==> src/hsrp_pkg.sv <==
// hsrp_pkg: constants and carrier types for the handler sort result port
// assumes: one 100 MHz clock; no software registers; no import used
//
// Behaviour
// - nine bin outputs; drive low the one matching the sorted bin.
// - secondary-over output low on secondary fail, only when aux is on.
// - primary-over output active low, level is OR of high and low fail.
// - primary-high-fail output low when primary exceeds its upper limit.
// - primary-low-fail output low when primary falls below lower limit.
// - overall reject active low, level is OR of secondary and primary over.
// - conversion index held low during conversion, high once finished.
// - measure done held low while a test runs, high when it finishes.
// - a rising edge on the external trigger starts a measurement when idle; edges during a test are dropped.
// - keypad locked while keypad lock input low, unlocked while high.
`default_nettype none
package hsrp_pkg;

  // ****************************************************************
  // sizes and reset values
  // ****************************************************************
  localparam int unsigned NUM_BINS   = 9;
  localparam logic [3:0]  BIN_NONE   = 4'h0; // bin code 0 means no bin
  localparam logic [8:0]  BIN_IDLE_N = 9'h1FF; // all bins released high
  localparam logic [1:0]  SYNC_RST   = 2'h0;
  localparam logic [1:0]  LOCK_SYNC_RST = 2'h3; // lock pin idles high

  // ****************************************************************
  // sequencer states
  // ****************************************************************
  typedef enum logic [2:0] {
    HSRP_IDLE    = 3'b000,
    HSRP_CONVERT = 3'b001,
    HSRP_MATH    = 3'b010,
    HSRP_PUBLISH = 3'b011,
    HSRP_FINISH  = 3'b100
  } hsrp_state_t;

  // ****************************************************************
  // carrier types
  // ****************************************************************
  // result from the comparator, valid with result_valid
  typedef struct packed {
    logic [3:0] bin;        // 1..9, 0 = no bin
    logic       pri_high;   // primary above upper limit
    logic       pri_low;    // primary below lower limit
    logic       sec_over;   // secondary over limits
  } hsrp_result_t;

  // handler outputs, all active low
  typedef struct packed {
    logic [8:0] bin_n;
    logic       sec_over_n;
    logic       pri_over_n;
    logic       primary_high_fail_n;
    logic       primary_low_fail_n;
    logic       overall_reject_n;
    logic       conv_index;
    logic       measure_done;
  } hsrp_pins_t;

  // every handler pin released high out of reset except the bin 9 output bin_n[8], which the 15-bit value leaves low
  localparam hsrp_pins_t PINS_RST = 15'h7FFF;

endpackage : hsrp_pkg

`default_nettype wire

==> src/hsrp_port.sv <==
// hsrp_port: handler sort result port sequencer and output drivers
// assumes: measurement core answers meas_start_o with conv_done_i and later
// result_valid_i; handler pins are isolated externally
`timescale 1ns/1ps
`default_nettype none

module hsrp_port (
  input  wire logic                   mclk_i,
  input  wire logic                   rst_b_i,
  input  wire logic                   ext_trigger_in_i,
  input  wire logic                   keypad_lock_n_i,
  input  wire logic                   aux_enable_i,
  input  wire logic                   conv_done_i,
  input  wire logic                   result_valid_i,
  input  wire hsrp_pkg::hsrp_result_t result_i,
  output logic                        meas_start_o,
  output logic                        keypad_locked_o,
  output var hsrp_pkg::hsrp_pins_t    pins_o
);

  // ****************************************************************
  // input synchronisers
  // ****************************************************************
  logic [1:0] trig_sync_q;
  logic [1:0] trig_sync_d;
  logic [1:0] lock_sync_q;
  logic [1:0] lock_sync_d;
  logic       trig_prev_q;
  logic       trig_prev_d;
  logic       trig_rise;

  // two flops per pin input, then edge detect on the second
  always_comb begin
    trig_sync_d = {trig_sync_q[0], ext_trigger_in_i};
    lock_sync_d = {lock_sync_q[0], keypad_lock_n_i};
    trig_prev_d = trig_sync_q[1];
  end

  always_ff @(posedge mclk_i or negedge rst_b_i) begin
    if (!rst_b_i) begin
      trig_sync_q <= hsrp_pkg::SYNC_RST;
      lock_sync_q <= hsrp_pkg::LOCK_SYNC_RST;
      trig_prev_q <= 1'b0;
    end else begin
      trig_sync_q <= trig_sync_d;
      lock_sync_q <= lock_sync_d;
      trig_prev_q <= trig_prev_d;
    end
  end

  assign trig_rise = trig_sync_q[1] & ~trig_prev_q;

  // keypad lock follows the synchronised level
  assign keypad_locked_o = ~lock_sync_q[1];

  // ****************************************************************
  // measurement sequencer
  // ****************************************************************
  hsrp_pkg::hsrp_state_t state_q;
  hsrp_pkg::hsrp_state_t state_d;
  hsrp_pkg::hsrp_result_t res_q;
  hsrp_pkg::hsrp_result_t res_d;

  always_comb begin
    state_d      = state_q;
    res_d        = res_q;
    meas_start_o = 1'b0;
    unique case (state_q)
      hsrp_pkg::HSRP_IDLE: begin
        if (trig_rise) begin
          meas_start_o = 1'b1;
          state_d      = hsrp_pkg::HSRP_CONVERT;
        end
      end
      // trigger edges here and below are dropped
      hsrp_pkg::HSRP_CONVERT: begin
        if (conv_done_i) begin
          state_d = hsrp_pkg::HSRP_MATH;
        end
      end
      hsrp_pkg::HSRP_MATH: begin
        if (result_valid_i) begin
          res_d   = result_i;
          state_d = hsrp_pkg::HSRP_PUBLISH;
        end
      end
      hsrp_pkg::HSRP_PUBLISH: begin
        state_d = hsrp_pkg::HSRP_FINISH;
      end
      hsrp_pkg::HSRP_FINISH: begin
        state_d = hsrp_pkg::HSRP_IDLE;
      end
      default: begin
        state_d = hsrp_pkg::HSRP_IDLE;
      end
    endcase
  end

  always_ff @(posedge mclk_i or negedge rst_b_i) begin
    if (!rst_b_i) begin
      state_q <= hsrp_pkg::HSRP_IDLE;
      res_q   <= '0;
    end else begin
      state_q <= state_d;
      res_q   <= res_d;
    end
  end

  // ****************************************************************
  // output pin registers
  // ****************************************************************
  hsrp_pkg::hsrp_pins_t pins_q;
  hsrp_pkg::hsrp_pins_t pins_d;
  logic                 sec_fail;
  logic                 pri_over;

  // one-hot active-low bin decode
  function automatic logic [8:0] bin_decode_n(input logic [3:0] bin);
    logic [8:0] v;
    v = hsrp_pkg::BIN_IDLE_N;
    for (int i = 0; i < hsrp_pkg::NUM_BINS; i++) begin
      if (bin == 4'(i + 1)) begin
        v[i] = 1'b0;
      end
    end
    return v;
  endfunction

  assign sec_fail = res_q.sec_over & aux_enable_i;
  assign pri_over = res_q.pri_high | res_q.pri_low;

  always_comb begin
    pins_d = pins_q;
    // conversion index low only while converting
    pins_d.conv_index = (state_d != hsrp_pkg::HSRP_CONVERT);
    // test in progress from trigger until back in idle, so done rises
    // one cycle after the results land and the handler samples settled pins
    pins_d.measure_done = (state_d == hsrp_pkg::HSRP_IDLE);
    if (state_q == hsrp_pkg::HSRP_PUBLISH) begin
      pins_d.bin_n               = bin_decode_n(res_q.bin);
      pins_d.sec_over_n          = ~sec_fail;
      pins_d.pri_over_n          = ~pri_over;
      pins_d.primary_high_fail_n = ~res_q.pri_high;
      pins_d.primary_low_fail_n  = ~res_q.pri_low;
      pins_d.overall_reject_n    = ~(sec_fail | pri_over);
    end
  end

  always_ff @(posedge mclk_i or negedge rst_b_i) begin
    if (!rst_b_i) begin
      pins_q <= hsrp_pkg::PINS_RST;
    end else begin
      pins_q <= pins_d;
    end
  end

  assign pins_o = pins_q;

endmodule // hsrp_port

`default_nettype wire

==> config.mk <==
export PLATFORM = sky130hd
export DESIGN_NAME = hsrp_port
export DESIGN_NICKNAME = d
export VERILOG_FILES = /design/src/hsrp_pkg.sv /design/src/hsrp_port.sv
export SDC_FILE = /design/constraint.sdc
export NUM_CORES = 1
export LEC_CHECK = 0
export BUFFER_PORTS_ARGS = -buffer_cell sky130_fd_sc_hd__buf_2
export CAP_MARGIN = 30
export CORE_MARGIN = 3
export CORE_UTILIZATION = 47
export DETAILED_ROUTE_END_ITERATION = 10
export GPL_TIMING_DRIVEN = 0
export PLACE_DENSITY = 0.8
export SKIP_LAST_GASP = 1
export SLEW_MARGIN = 10
export SYNTH_ARGS = -nofsm -noshare
export SYNTH_HDL_FRONTEND = slang
export SYNTH_SLANG_ARGS = --single-unit
==> constraint.sdc <==
create_clock -name mclk_i -period 1.4 [get_ports mclk_i]
set_input_delay 0 -clock mclk_i [delete_from_list [all_inputs] [get_ports mclk_i]]
set_output_delay 0 -clock mclk_i [all_outputs]
set_load 0.03 [all_outputs]
==> results_dict.tcl <==
set metrics [dict create \
    drive_gt1_share_pct 59.72 \
    p_per_area_nw_per_um2 2048 \
    p_total_mw 3.639 \
    max_slew_margin_pct 56.11 \
    syn_inst 89 \
    synth.distinct_cells 28 \
    rr_endpoint "res_q[1]$_DFFE_PN0P_" \
    start_util_pct 52.08 \
    vdd_drop_max_uv 1406 \
    port_buffers 31 \
    max_slew.worst_pin.slew_ns 0.6584 \
    n_antenna_cell 0 \
    combPwrFrac_pct 41.4 \
    synthesis.nets 103 \
    antenna_found_initial 0 \
    route.detailed.drc 0 \
    gp_congestion 0.7884 \
    dieWidth_um 59.57 \
    synth_edf_count 0 \
    rr_startpoint "state_q[0]$_DFF_PN0_" \
    cp-startpoint "state_q[0]$_DFF_PN0_" \
    p_switching_mw 1.319 \
    synth_xor_xnor_area_share_pct 0 \
    dieHeight_um 59.57 \
    clk_pin_slew_ns 0.09 \
    synth_seq_cells 31 \
    syn_avg_cell_area_um2 15.15 \
    grt_pass1_vias 878 \
    finalCritPeriodShare_pct 98.37 \
    drtIter0Drc 16 \
    synth_compound_area_share_pct 2.319 \
    pin_count 32 \
    crit_arrival_ns 1.59 \
    grt_max_degree 32 \
    routed-wl-met2_mm 1.313 \
    worstSetupEndpointType "flip-flop" \
    wirelength_mm 2.534 \
    seq_power_share_pct 44.1 \
    met1_length_mm 1.020 \
    clock_sinks 31 \
    required_ns 1.61 \
    area_growth_pct 31.73 \
    dieArea_um2 3549 \
    status "complete, no violations" \
    cp_max_fo 8 \
    nNetsFinal 157 \
    hold_class "in2async" \
    final_hold_viol_count 0 \
    synth_ff_type "dfstp_2" \
    rsz0062_at_grt "true" \
    vias 906 \
    synth_async_sr_flop_share_pct 100.0 \
    vias_per_cell 5.207 \
    fp-row-count 18 \
    synth-simple-area-share_pct 14.56 \
    drtPass1Iterations 4 \
    tritoncts "done" \
    p_int_mw 2.320 \
    coreArea_um2 2590 \
    path_class "reg2reg" \
    drv_cap 0 \
    route.met3.wl_um 161 \
    leakagePower_nw 0.7631 \
    reg2reg_slack_ns 0.02 \
    place_ws_ns -0.01218 \
    dr.max_layer_used "met4" \
    finalSetupViolations 0 \
    swShare_pct 36.25 \
    post-route-util_pct 68.60 \
    clockBufferDepth 2 \
    insertion_delay_ns 0.32 \
    synth_top_family_by_area "multiplexers" \
    cts-buffers-inserted 5 \
    synth.top_cells.by_count "17 x dfstp_2, 14 x dfrtp_1, 12 x mux2_2" \
    synth_area_leader_cell "dfstp_2" \
    fin_crit_ns 1.377 \
    post_synth_fa_ha_maj_area_fraction_pct 0 \
    cts-htree-levels 2 \
    synth_top_area_share_pct 33.12 \
    slew_violations 0 \
    reg2reg_depth 4 \
    grt_pass1_wl_mm 4.036 \
    start_kind "flip-flop" \
    synth_most_common_cell "dfstp_2" \
    fin_skew_ns 0.008733 \
    grt_usage_pct 15.84 \
    cts_root_buf "clkbuf_4" \
    yosys-top-cells-area "dfstp_2 33%, dfrtp_1 26%, mux2_2 10%" \
    synth_area_um2 1349 \
    endpoint "res_q[1]$_DFFE_PN0P_" \
    yosysSeqAreaShare_pct 59.09 \
    p_clk_share_pct 14.4 \
    avgRoutedWirePerCell_um 14.56 \
    max_freq_mhz 726.2 \
    antenna_left 0 \
    grt_overflow 0 \
    yosys_warnings 0 \
    dp_hpwl_mm 1.633 \
    worst_slack_ns 0.02288 \
    muxShareOfSynthArea_pct 19.29 \
]
[registers in the layout, indices dropped and copies added, names as in the netlist]
name         flops
lock_sync_q      2
pins_o          16
res_q            7
state_q          3
trig_prev_q      1
trig_sync_q      2
[per-layer routing]
layer  up-vias  global-route usage, %
met1       441                  19.66
met5         -                      0
met2        28                  24.80
met4         0                  5.696
met3         6                  6.536
li1        431                      -
[worst min-delay path by stage]
stage          cells after the start  slack [ns]                endpoint
2_1_floorplan                      0       -0.30  pins_o[15]$_DFFE_PN0N_
3_3_place_gp                       1        0.05  pins_o[15]$_DFFE_PN0N_
3_5_place_dp                       1        0.07    res_q[2]$_DFFE_PN0P_
4_1_cts                            2        0.24    res_q[2]$_DFFE_PN0P_
5_1_grt                            2        0.27    res_q[6]$_DFFE_PN0P_
6_report                           2        0.23    res_q[1]$_DFFE_PN0P_
[worst max-delay path: stages (launching register included)]
cell      delay, ns
dfrtp_1        0.39
buf_6          0.14
and4bb_2       0.29
buf_6          0.13
mux2_2         0.33
[per-stage QoR]
step	hold WS (ns)	instances	instance area [um^2]	TNS, ns
after floorplan	-0.2956	89	1355	0
after global placement	0.05446	150	1548	0
after detailed placement	0.06802	150	1548	-0.02495
after CTS	0.2386	171	1740	0
after global routing	0.2657	174	1777	-0.1665
final	0.2295	174	1777	0
[power by group through the flow]
stage	Sequential [mW]	Clock, mW	Combinational [mW]
floorplan	1.91	0	0.730
global placement	1.58	0	1.35
detailed placement	1.61	0	1.39
CTS	1.60	0.552	1.43
global route	1.67	0.599	1.60
finish	1.61	0.525	1.51
[final cells by class]
class                           count  area, um^2
Multi-Input combinational cell     50       494.2
Fill cell                         183       813.3
Timing Repair Buffer               47       310.3
Tap cell                           30       37.54
Inverter                            3       11.26
Clock buffer                        7       55.05
Buffer                              5       65.06
Clock inverter                      1       5.005
Sequential cell                    31       798.3
[kinds of logic after synthesis]
kind of cell,count (synthesis)
buf+inv,8
mux,21
simple gates,24
compound gates,5
flops,31
[placed cells by master (no fill, tap or decap), types with 2 or more instances in the layout]
cell,count
buf_2,30
dlygate4sd3_1,13
dfrtp_1,13
nand2b_1,2
inv_1,3
or4bb_1,2
nor2_1,3
mux2_4,7
buf_4,4
dfstp_2,17
buf_6,4
mux2i_1,2
mux2_2,12
nand4bb_1,2
or4b_1,5
clkbuf_4,5
nand3b_1,2
[what timing repair did]
item / in CTS / in global routing
setup endpoints to repair: 6 / 15
endpoints found under the hold margin: 27 / 0
pin swaps: 0 / 1
resized for setup: 1 / 6
hold buffers: 13 / 0
buffers inserted: 0 / 3
Note: power is estimated with default switching activity, not from simulation.
